--- config.mk ---
export PLATFORM = sky130hd
export DESIGN_NAME = csr_core
export DESIGN_NICKNAME = d
export VERILOG_FILES = /design/src/inc/csr_core_pkg.sv /design/src/rtl/csr_core.sv
export VERILOG_INCLUDE_DIRS = /design/src /design/src/inc
export SDC_FILE = /design/constraint.sdc
export NUM_CORES = 1
export LEC_CHECK = 0
export BUFFER_PORTS_ARGS = -buffer_cell sky130_fd_sc_hd__buf_2
export CORE_MARGIN = 4
export CORE_UTILIZATION = 55
export DETAILED_ROUTE_END_ITERATION = 7
export PLACE_DENSITY = 0.81
export SLEW_MARGIN = 0
export SYNTH_ARGS = -nofsm -noshare
export SYNTH_HDL_FRONTEND = slang
export SYNTH_SLANG_ARGS = --single-unit
--- constraint.sdc ---
create_clock -name core_clk -period 3.7 [get_ports core_clk]
set_clock_uncertainty 0.05 [all_clocks]
set_input_delay 0.37 -clock core_clk [delete_from_list [all_inputs] [get_ports core_clk]]
set_output_delay 0.37 -clock core_clk [all_outputs]
set_load 0.005 [all_outputs]
--- src/inc/csr_core_regs.svh ---
// register offsets, flag positions and reset values of the core special registers
`ifndef CSR_CORE_REGS_SVH
`define CSR_CORE_REGS_SVH
`define CSR_OFS_IND0 8'h00
`define CSR_OFS_PTR0 8'h01
`define CSR_OFS_IND1 8'h02
`define CSR_OFS_P1LO 8'h03
`define CSR_OFS_P1HI 8'h04
`define CSR_OFS_ACCUM 8'h05
`define CSR_OFS_PCLOW 8'h06
`define CSR_OFS_TPLO 8'h07
`define CSR_OFS_TRHI 8'h08
`define CSR_OFS_TPHI 8'h09
`define CSR_OFS_FLAGS 8'h0a
`define CSR_OFS_IND2 8'h0c
`define CSR_OFS_P2LO 8'h0d
`define CSR_OFS_P2HI 8'h0e
`define CSR_SECTOR0 8'h00
`define CSR_BIT_CARRY 0
`define CSR_BIT_HALF 1
`define CSR_BIT_NULL 2
`define CSR_BIT_OVF 3
`define CSR_BIT_SLEEP 4
`define CSR_BIT_EXPIRY 5
`define CSR_BIT_CHAIN 6
`define CSR_BIT_SIGNED 7
`define CSR_FLAGS_RST 8'h00
`define CSR_PROT_MASK 8'h30
`define CSR_READ_ZERO 8'h00
`define CSR_BYTE_RST 8'h00
`endif

--- src/inc/csr_core_pkg.sv ---
// types shared by the core special register block
package csr_core_pkg;
  // alu operation performed on the accumulator
  typedef enum logic [3:0] {
    ALU_ADD, ALU_ADC, ALU_SUB, ALU_SBC, ALU_AND, ALU_OR, ALU_XOR, ALU_RLC, ALU_RRC
  } csr_aluop_t;
  // data access from the execution logic
  typedef struct packed {
    logic valid; // access this cycle
    logic wr; // 1 write, 0 read
    logic ext; // full 16-bit address given
    logic [15:0] addr; // sector byte and location
    logic [7:0] wdata; // write data
  } csr_req_t;
  // access passed on to the sectored data memory
  typedef struct packed {
    logic req; // access this cycle
    logic we; // write strobe
    logic [15:0] addr; // sector byte and location
    logic [7:0] wdata; // write data
  } csr_mem_t;
endpackage : csr_core_pkg

--- src/rtl/csr_core.sv ---
// core special registers: indirect ports, pointers, accumulator, table and condition flags
`timescale 1ns/1ns
`include "csr_core_regs.svh"
module csr_core #(
  parameter int PROG_W = 16 // program word width
) (
  input wire logic core_clk, // 20 MHz system clock
  input wire logic arst_n, // asynchronous reset, active low
  input wire csr_core_pkg::csr_req_t req, // data access request
  output logic [7:0] rdData, // read data, one cycle after request
  output logic rdValid, // read data valid
  output csr_core_pkg::csr_mem_t memOut, // access to data memory
  input wire logic [7:0] memRdata, // memory read data, one cycle later
  input wire logic aluValid, // alu operation this cycle
  input wire csr_core_pkg::csr_aluop_t aluOp, // alu operation
  input wire logic [7:0] aluOperand, // second operand
  output logic [7:0] accum, // accumulator value
  output logic [7:0] flags, // condition flags value
  input wire logic [7:0] pcCurLow, // current program counter low byte
  output logic pcJump, // pulse: load pc low byte
  output logic [7:0] pcLowByte, // new pc low byte
  output logic dummyCycle, // pulse: dummy cycle inserted
  input wire logic tblRead, // pulse: table read request
  output logic progReq, // program memory fetch
  output logic [15:0] progAddr, // program memory address
  input wire logic [PROG_W-1:0] progData, // program word, one cycle later
  output logic [7:0] tblLow, // low table byte to destination
  output logic tblLowValid, // low table byte valid
  input wire logic watchdogClear, // watchdog clear instruction
  input wire logic sleepCmd, // sleep instruction
  input wire logic watchdogExpire // watchdog time-out
);
  // storage
  logic [7:0] ptr0_q, p1lo_q, p1hi_q, p2lo_q, p2hi_q; // memory pointers
  logic [7:0] accum_q, tpLo_q, tpHi_q, trHi_q; // accumulator and table registers
  logic [7:0] flags_q, flags_d; // condition flags
  logic [7:0] rdLocal_q; // captured local read value
  logic rdMem_q, rdValid_q; // read source and valid
  logic pcJump_q, dummy_q, tblPend_q, tblLowValid_q; // sequencing
  logic [7:0] pcLow_q, tblLow_q; // data outputs
  logic [7:0] localRd; // local read mux
  logic [7:0] aluRes; // alu result

  // address resolution
  wire [15:0] dirAddr = req.ext ? req.addr : {`CSR_SECTOR0, req.addr[7:0]};
  wire dirSec0 = dirAddr[15:8] == `CSR_SECTOR0;
  wire ind0 = dirSec0 && dirAddr[7:0] == `CSR_OFS_IND0;
  wire ind1 = dirSec0 && dirAddr[7:0] == `CSR_OFS_IND1;
  wire ind2 = dirSec0 && dirAddr[7:0] == `CSR_OFS_IND2;
  wire [15:0] effAddr = ind0 ? {`CSR_SECTOR0, ptr0_q} :
                        ind1 ? {p1hi_q, p1lo_q} :
                        ind2 ? {p2hi_q, p2lo_q} : dirAddr;
  wire effSec0 = effAddr[15:8] == `CSR_SECTOR0;
  wire [7:0] effLo = effAddr[7:0];
  wire effInd = effSec0 && (effLo == `CSR_OFS_IND0 || effLo == `CSR_OFS_IND1 || effLo == `CSR_OFS_IND2);
  wire localHit = effSec0 && effLo <= `CSR_OFS_P2HI && effLo != 8'h0b;
  wire localWr = req.valid && req.wr && localHit && !effInd;
  wire wrPtr0 = localWr && effLo == `CSR_OFS_PTR0;
  wire wrAccum = localWr && effLo == `CSR_OFS_ACCUM;
  wire wrPcLow = localWr && effLo == `CSR_OFS_PCLOW;
  wire wrFlags = localWr && effLo == `CSR_OFS_FLAGS;

  // non-local accesses go on to data memory; indirect targets never do
  assign memOut.req = req.valid && !localHit;
  assign memOut.we = req.wr;
  assign memOut.addr = effAddr;
  assign memOut.wdata = req.wdata;

  // local read mux, holes read zero
  always_comb begin
    unique case (effLo)
      `CSR_OFS_PTR0: localRd = ptr0_q;
      `CSR_OFS_P1LO: localRd = p1lo_q;
      `CSR_OFS_P1HI: localRd = p1hi_q;
      `CSR_OFS_ACCUM: localRd = accum_q;
      `CSR_OFS_PCLOW: localRd = pcCurLow;
      `CSR_OFS_TPLO: localRd = tpLo_q;
      `CSR_OFS_TRHI: localRd = trHi_q;
      `CSR_OFS_TPHI: localRd = tpHi_q;
      `CSR_OFS_FLAGS: localRd = flags_q;
      `CSR_OFS_P2LO: localRd = p2lo_q;
      `CSR_OFS_P2HI: localRd = p2hi_q;
      default: localRd = `CSR_READ_ZERO;
    endcase
  end

  // read capture
  always_ff @(posedge core_clk or negedge arst_n) begin
    if (!arst_n) begin
      rdValid_q <= 1'b0;
      rdMem_q <= 1'b0;
      rdLocal_q <= `CSR_BYTE_RST;
    end else begin
      rdValid_q <= req.valid && !req.wr;
      rdMem_q <= !localHit;
      rdLocal_q <= localRd;
    end
  end
  assign rdValid = rdValid_q;
  assign rdData = rdMem_q ? memRdata : rdLocal_q;

  // pointer and table pointer registers
  always_ff @(posedge core_clk or negedge arst_n) begin
    if (!arst_n) begin
      ptr0_q <= `CSR_BYTE_RST;
      p1lo_q <= `CSR_BYTE_RST;
      p1hi_q <= `CSR_BYTE_RST;
      p2lo_q <= `CSR_BYTE_RST;
      p2hi_q <= `CSR_BYTE_RST;
      tpLo_q <= `CSR_BYTE_RST;
      tpHi_q <= `CSR_BYTE_RST;
    end else if (localWr) begin
      if (wrPtr0) ptr0_q <= req.wdata;
      if (effLo == `CSR_OFS_P1LO) p1lo_q <= req.wdata;
      if (effLo == `CSR_OFS_P1HI) p1hi_q <= req.wdata;
      if (effLo == `CSR_OFS_P2LO) p2lo_q <= req.wdata;
      if (effLo == `CSR_OFS_P2HI) p2hi_q <= req.wdata;
      if (effLo == `CSR_OFS_TPLO) tpLo_q <= req.wdata;
      if (effLo == `CSR_OFS_TPHI) tpHi_q <= req.wdata;
    end
  end

  // alu arithmetic terms; subtraction adds the inverted operand
  wire isSub = aluOp == csr_core_pkg::ALU_SUB || aluOp == csr_core_pkg::ALU_SBC;
  wire isArith = isSub || aluOp == csr_core_pkg::ALU_ADD || aluOp == csr_core_pkg::ALU_ADC;
  wire useCarry = aluOp == csr_core_pkg::ALU_ADC || aluOp == csr_core_pkg::ALU_SBC;
  wire [7:0] opB = isSub ? ~aluOperand : aluOperand;
  wire carryIn = useCarry ? flags_q[`CSR_BIT_CARRY] : isSub;
  wire [8:0] sum = {1'b0, accum_q} + {1'b0, opB} + {8'h00, carryIn};
  wire [4:0] nib = {1'b0, accum_q[3:0]} + {1'b0, opB[3:0]} + {4'h0, carryIn};
  wire [7:0] low7 = {1'b0, accum_q[6:0]} + {1'b0, opB[6:0]} + {7'h00, carryIn};
  wire ovf = low7[7] ^ sum[8];
  wire resNull = aluRes == 8'h00;

  // alu result select
  always_comb begin
    unique case (aluOp)
      csr_core_pkg::ALU_ADD, csr_core_pkg::ALU_ADC,
      csr_core_pkg::ALU_SUB, csr_core_pkg::ALU_SBC: aluRes = sum[7:0];
      csr_core_pkg::ALU_AND: aluRes = accum_q & aluOperand;
      csr_core_pkg::ALU_OR: aluRes = accum_q | aluOperand;
      csr_core_pkg::ALU_XOR: aluRes = accum_q ^ aluOperand;
      csr_core_pkg::ALU_RLC: aluRes = {accum_q[6:0], flags_q[`CSR_BIT_CARRY]};
      csr_core_pkg::ALU_RRC: aluRes = {flags_q[`CSR_BIT_CARRY], accum_q[7:1]};
      default: aluRes = 8'h00; // undefined operation codes give zero
    endcase
  end

  // accumulator: alu result wins over a data write in the same cycle
  always_ff @(posedge core_clk or negedge arst_n) begin
    if (!arst_n) accum_q <= `CSR_BYTE_RST;
    else if (aluValid) accum_q <= aluRes;
    else if (wrAccum) accum_q <= req.wdata;
  end
  assign accum = accum_q;

  // next flags: data write, then alu update, then system events
  always_comb begin
    flags_d = flags_q;
    if (wrFlags && !aluValid) flags_d = (req.wdata & ~`CSR_PROT_MASK) | (flags_q & `CSR_PROT_MASK);
    if (aluValid) begin
      if (isArith) begin
        flags_d[`CSR_BIT_CARRY] = sum[8];
        flags_d[`CSR_BIT_HALF] = nib[4];
        flags_d[`CSR_BIT_NULL] = resNull;
        flags_d[`CSR_BIT_OVF] = ovf;
        flags_d[`CSR_BIT_SIGNED] = ovf ^ aluRes[7];
        if (aluOp == csr_core_pkg::ALU_SUB) flags_d[`CSR_BIT_CHAIN] = resNull;
        if (aluOp == csr_core_pkg::ALU_SBC) flags_d[`CSR_BIT_CHAIN] = flags_q[`CSR_BIT_CHAIN] & resNull;
      end else if (aluOp == csr_core_pkg::ALU_RLC) begin
        flags_d[`CSR_BIT_CARRY] = accum_q[7];
      end else if (aluOp == csr_core_pkg::ALU_RRC) begin
        flags_d[`CSR_BIT_CARRY] = accum_q[0];
      end else begin
        flags_d[`CSR_BIT_NULL] = resNull;
      end
    end
    if (watchdogClear) begin
      flags_d[`CSR_BIT_EXPIRY] = 1'b0;
      flags_d[`CSR_BIT_SLEEP] = 1'b0;
    end
    if (sleepCmd) begin
      flags_d[`CSR_BIT_EXPIRY] = 1'b0;
      flags_d[`CSR_BIT_SLEEP] = 1'b1;
    end
    if (watchdogExpire) flags_d[`CSR_BIT_EXPIRY] = 1'b1;
  end

  // flags load flags_d on every clock, not only with an accumulator write; nothing here pushes them anywhere
  always_ff @(posedge core_clk or negedge arst_n) begin
    if (!arst_n) flags_q <= `CSR_FLAGS_RST;
    else flags_q <= flags_d;
  end
  assign flags = flags_q;

  // pc low byte write: jump within the page plus one dummy cycle
  always_ff @(posedge core_clk or negedge arst_n) begin
    if (!arst_n) begin
      pcJump_q <= 1'b0;
      dummy_q <= 1'b0;
      pcLow_q <= `CSR_BYTE_RST;
    end else begin
      pcJump_q <= wrPcLow;
      dummy_q <= wrPcLow;
      if (wrPcLow) pcLow_q <= req.wdata;
    end
  end
  assign pcJump = pcJump_q;
  assign dummyCycle = dummy_q;
  assign pcLowByte = pcLow_q;

  // table read: fetch at the table pointers, split the word
  assign progReq = tblRead;
  assign progAddr = {tpHi_q, tpLo_q};
  always_ff @(posedge core_clk or negedge arst_n) begin
    if (!arst_n) begin
      tblPend_q <= 1'b0;
      tblLowValid_q <= 1'b0;
      trHi_q <= `CSR_BYTE_RST;
      tblLow_q <= `CSR_BYTE_RST;
    end else begin
      tblPend_q <= tblRead;
      tblLowValid_q <= tblPend_q;
      if (tblPend_q) begin
        trHi_q <= progData[15:8];
        tblLow_q <= progData[7:0];
      end else if (localWr && effLo == `CSR_OFS_TRHI) begin
        trHi_q <= req.wdata;
      end
    end
  end
  assign tblLow = tblLow_q;
  assign tblLowValid = tblLowValid_q;
endmodule : csr_core

==> impl_results.html <==
<table>
<tr><th>Metric</th><th>Value</th></tr>
<tr><th colspan="2">Worst setup path</th></tr>
<tr><td>Worst endpoint data arrival time</td><td>3.50 ns</td></tr>
<tr><td>Data required time of the critical path</td><td>3.88 ns</td></tr>
<tr><td>Cells along the critical path</td><td>buf_2 -&gt; or4_4 -&gt; o21ai_4 -&gt; buf_4 -&gt; nand3_2 -&gt; buf_4 -&gt; a211oi_1 -&gt; or4b_2 -&gt; and4b_1 -&gt; buf_4 -&gt; nand3b_1 -&gt; o311ai_0</td></tr>
<tr><td>Biggest cell delay along the critical path</td><td>0.62 ns</td></tr>
<tr><td>Critical path capture point type</td><td>flip-flop</td></tr>
<tr><td>Type of the setup path with the least slack</td><td>input port to flip-flop</td></tr>
<tr><td>Cell with the largest stage delay on the worst path</td><td>sky130_fd_sc_hd__or4b_2</td></tr>
<tr><td>Buffers and inverters on the worst path</td><td>4</td></tr>
<tr><td>Gate family responsible for the most delay along the worst path</td><td>simple AND/OR/NAND/NOR gates</td></tr>
<tr><td>Largest fanout of any net on the critical path</td><td>16</td></tr>
<tr><td>Top cell by count, worst path</td><td>sky130_fd_sc_hd__buf_4</td></tr>
<tr><td>Startpoint type of the worst setup path</td><td>input port</td></tr>
<tr><th colspan="2">Routing</th></tr>
<tr><td>Average routed wire per standard cell</td><td>21.9 µm</td></tr>
<tr><td>Total Wirelength</td><td>24100 µm</td></tr>
<tr><td>TritonRoute pass-1 iters</td><td>8</td></tr>
<tr><td>Number of remaining DRC errors</td><td>16</td></tr>
<tr><td>Count of antenna-violating nets left after detailed routing</td><td>0</td></tr>
<tr><td>Detailed Route Iter0 Violations</td><td>863</td></tr>
<tr><td>DR vias/cell</td><td>6.47</td></tr>
<tr><td>Vias post-DR</td><td>7119</td></tr>
<tr><th colspan="2">Run</th></tr>
<tr><td>Number of max-cap violations</td><td>0</td></tr>
<tr><th colspan="2">Status</th></tr>
<tr><td>Failing checks</td><td>DRC</td></tr>
<tr><td>Outcome</td><td>complete, but fails checks</td></tr>
<tr><th colspan="2">Synthesis</th></tr>
<tr><td>Mapped cell area</td><td>0.00737 mm²</td></tr>
<tr><td>Cell with the most instances after synthesis</td><td>sky130_fd_sc_hd__dfrtp_1</td></tr>
<tr><td>Most used standard cells in the synthesized netlist</td><td>sky130_fd_sc_hd__dfrtp_1, sky130_fd_sc_hd__nand2_1, sky130_fd_sc_hd__mux2_2</td></tr>
<tr><td>Dominant cells by area after synthesis</td><td>sky130_fd_sc_hd__dfrtp_1, sky130_fd_sc_hd__mux2_2, sky130_fd_sc_hd__nand2_1, sky130_fd_sc_hd__ha_1, sky130_fd_sc_hd__mux2i_1</td></tr>
<tr><td>Synthesized Nets</td><td>848</td></tr>
<tr><td>Library cell with the largest summed area after synthesis</td><td>sky130_fd_sc_hd__dfrtp_1</td></tr>
<tr><td>Most used flip-flop cell after synthesis</td><td>sky130_fd_sc_hd__dfrtp_1</td></tr>
<tr><td>Share of async-settable or async-resettable flops after synthesis</td><td>100%</td></tr>
<tr><td>Number of cells produced by synthesis</td><td>745</td></tr>
<tr><td>Count of warnings emitted by yosys</td><td>0</td></tr>
<tr><td>Number of enable-type register cells in the synthesized netlist</td><td>0</td></tr>
<tr><td>Sequential area share after synthesis</td><td>37.0%</td></tr>
<tr><td>Synthesis-stage register bit count</td><td>109</td></tr>
<tr><td>Count of unique library cells instantiated by Yosys</td><td>81</td></tr>
<tr><td>Synthesized area per cell</td><td>9.90 µm²</td></tr>
<tr><td>Area share of the largest cell type after synthesis</td><td>37.0%</td></tr>
<tr><th colspan="2">GRT</th></tr>
<tr><td>Overall routing resource usage</td><td>31.6%</td></tr>
<tr><td>Maximum number of pins on one net before global-route repair</td><td>66</td></tr>
<tr><td>Number of antenna violations at the first check in global routing</td><td>0</td></tr>
<tr><td>Wire length of the first global-routing pass</td><td>37000 µm</td></tr>
<tr><td>Number of global-route vias before repair</td><td>6714</td></tr>
<tr><td>Total congestion overflow after global routing</td><td>0</td></tr>
<tr><th colspan="2">STA</th></tr>
<tr><td>RSZ-0062 raised after global routing</td><td>false</td></tr>
<tr><td>Final clock period utilization by the worst path</td><td>89.5%</td></tr>
<tr><td>Setup total negative slack</td><td>0 ns</td></tr>
<tr><td>Number of setup violations in the final report</td><td>0</td></tr>
<tr><td>Maximum achievable frequency</td><td>302 MHz</td></tr>
<tr><td>Min cycle time layout</td><td>3.31 ns</td></tr>
<tr><td>Worst hold slack across all endpoints</td><td>0.0731 ns</td></tr>
<tr><td>Actual transition at the worst max-transition pin</td><td>0.911 ns</td></tr>
<tr><td>Final Max Tran Viols</td><td>0</td></tr>
<tr><td>Worst rel slew slack</td><td>39.3%</td></tr>
<tr><td>Final count of hold timing violations</td><td>0</td></tr>
<tr><th colspan="2">Die</th></tr>
<tr><td>Core region area</td><td>0.0132 mm²</td></tr>
<tr><td>Die Width</td><td>124 µm</td></tr>
<tr><td>Area of the die</td><td>0.0153 mm²</td></tr>
<tr><td>Die boundary height</td><td>124 µm</td></tr>
<tr><td>Count of standard-cell rows</td><td>42</td></tr>
<tr><td>I/O pin count</td><td>165</td></tr>
<tr><td>Effective utilization at floorplan</td><td>55.9%</td></tr>
<tr><th colspan="2">Clocking</th></tr>
<tr><td>Total CTS buffers</td><td>9</td></tr>
<tr><td>TritonCTS clock tree</td><td>done</td></tr>
<tr><td>Clock root buffer</td><td>sky130_fd_sc_hd__clkbuf_16</td></tr>
<tr><td>Insertion delay of the later-clocked pin in the worst-skew pair</td><td>0.36 ns</td></tr>
<tr><td>TritonCTS Sinks</td><td>109</td></tr>
<tr><td>Clock Path Buffers</td><td>2</td></tr>
<tr><td>Setup Fix Bufs, Post-CTS</td><td>0</td></tr>
<tr><td>Post-cts hold buffer count</td><td>0</td></tr>
<tr><td>H-tree depth</td><td>3</td></tr>
<tr><td>Clk slew on worst S/H paths</td><td>0.08 ns</td></tr>
<tr><td>Post_cts resized</td><td>0</td></tr>
<tr><th colspan="2">Layout</th></tr>
<tr><td>Footprint of the multi-input gates</td><td>0.00422 mm²</td></tr>
<tr><td>Post-layout utilization of the core</td><td>67.3%</td></tr>
<tr><td># diodes</td><td>0</td></tr>
<tr><td>Signed area change from the synthesized netlist to the final layout</td><td>20.5%</td></tr>
<tr><td>Fill count</td><td>1047</td></tr>
<tr><td>Fraction of final layout cells with drive strength greater than 1</td><td>37.4%</td></tr>
<tr><td>Sequential cell area</td><td>0.00273 mm²</td></tr>
<tr><td>Number of nets in the final layout</td><td>1022</td></tr>
<tr><td>Final standard cell count with taps included and fillers excluded</td><td>1100</td></tr>
<tr><th colspan="2">Placement</th></tr>
<tr><td>Number of buffers added on ports</td><td>164</td></tr>
<tr><td>Final HPWL DP</td><td>18400 µm</td></tr>
<tr><td>Cell total after placement</td><td>1084</td></tr>
<tr><td>RD Place Congestion</td><td>1.09</td></tr>
<tr><th colspan="2">Pwr</th></tr>
<tr><td>Worst IR Drop VDD</td><td>0.315 mV</td></tr>
<tr><td>Total power divided by cell area</td><td>339 mW/mm²</td></tr>
<tr><td>Leakage power summed over all cells</td><td>0.00430 µW</td></tr>
<tr><th colspan="2">Hold path</th></tr>
<tr><td>Hold crit path type</td><td>input port to async pin</td></tr>
</table>
## metal layers
metal | part of all wire (%) | global-route usage [%] | up-vias
li1 | - | - | 3149
met1 | 40 | 44.5 | 3368
met2 | 44 | 47.6 | 534
met3 | 13 | 9.17 | 68
met4 | 3.0 | 9.13 | 0
met5 | 0 | 0 | -
## worst register-to-register path, cell delays in order (launching register included)
cell	delay (ns)
sky130_fd_sc_hd__dfrtp_1	0.48
sky130_fd_sc_hd__nand2_1	0.11
sky130_fd_sc_hd__a21oi_1	0.08
sky130_fd_sc_hd__fa_1	0.41
sky130_fd_sc_hd__fa_1	0.47
sky130_fd_sc_hd__a21o_1	0.19
sky130_fd_sc_hd__a21oi_1	0.26
sky130_fd_sc_hd__xor2_1	0.17
sky130_fd_sc_hd__o21ai_0	0.09
sky130_fd_sc_hd__a222oi_1	0.38
sky130_fd_sc_hd__nand4b_1	0.28
sky130_fd_sc_hd__a31oi_1	0.23
## sequential cells by signal, summed over array words and instances (netlist names)
register,flops
accum,8
dummyCycle,1
flags,8
p1hi_q,8
p1lo_q,8
p2hi_q,8
p2lo_q,8
pcLowByte,8
ptr0_q,8
rdLocal_q,8
rdMem_q,1
rdValid,1
tblLow,8
tblLowValid,1
tblPend_q,1
tpHi_q,8
tpLo_q,8
trHi_q,8
## power breakdown
| group | switching [µW] | total, µW | internal, µW |
|---|---|---|---|
| Combinational | 399 | 695 | 296 |
| Sequential | 86.8 | 1330 | 1240 |
| Clock | 484 | 979 | 495 |
## final cells by class
cell class,count,share of cell area (%)
Clock inverter,6,0.761
Clock buffer,10,2.69
Multi-Input combinational cell,539,47.5
Inverter,40,1.69
Sequential cell,109,30.7
Timing Repair Buffer,220,14.1
Tap cell,176,2.48
## path summary, 6_finish.rpt
path	from	endpoint	slack, ns	depth (start not counted)
worst max register to register	flags[0]	flags[6]	0.42	11
worst min-delay path	arst_n	rdLocal_q[6]	0.07	1
min in group core_clk	tblRead	tblPend_q	0.08	1
max in group asynchronous	arst_n	p2hi_q[6]	2.66	2
worst max-delay path	req[21]	accum[5]	0.39	12
worst min register to register	pcLowByte[4]	pcLowByte[4]	0.46	1
## stage by stage
stage / worst slack (ns) / power (µW) / area [µm²]
detailed placement: 0.0892 / 2030 / 8570
global route: 0.236 / 3130 / 8880
finish: 0.387 / 3010 / 8880
CTS: 0.457 / 3000 / 8880
floorplan: 0.0117 / 1730 / 7370
global placement: 0.141 / 2010 / 8570
## cell families after synthesis
kind of cell / share of synthesized area, %
AO/OA/AOI/OAI: 16.0
multiplexers: 15.8
XOR/XNOR: 1.54
flip-flops: 37.0
adder cells (fa/ha/maj): 4.45
buffers and inverters: 5.86
AND/OR/NAND/NOR: 19.3
## layout by cell type (no fill, tap or decap), types with 5 or more instances in the layout
cell                          n
sky130_fd_sc_hd__nor3_1      14
sky130_fd_sc_hd__nand3_1     17
sky130_fd_sc_hd__buf_2      163
sky130_fd_sc_hd__o22ai_1      8
sky130_fd_sc_hd__dfrtp_1    109
sky130_fd_sc_hd__a21oi_1     22
sky130_fd_sc_hd__inv_1       38
sky130_fd_sc_hd__nand2_1     79
sky130_fd_sc_hd__o21ai_0     24
sky130_fd_sc_hd__nand4_1     10
sky130_fd_sc_hd__mux2i_1     22
sky130_fd_sc_hd__a222oi_1     7
sky130_fd_sc_hd__buf_4       56
sky130_fd_sc_hd__nor4_1       9
sky130_fd_sc_hd__clkbuf_16    9
sky130_fd_sc_hd__nor4_4       7
sky130_fd_sc_hd__xnor2_1     10
sky130_fd_sc_hd__o311ai_0    16
sky130_fd_sc_hd__nor2_1      28
sky130_fd_sc_hd__nand3b_1    17
sky130_fd_sc_hd__and2_1       5
sky130_fd_sc_hd__mux2_2      78
sky130_fd_sc_hd__and3_1       7
sky130_fd_sc_hd__a22oi_1     17
sky130_fd_sc_hd__ha_1        23
sky130_fd_sc_hd__nand2b_1     7
sky130_fd_sc_hd__a31oi_1      8
sky130_fd_sc_hd__a21o_1       5
(Power assumes the default switching activity.)
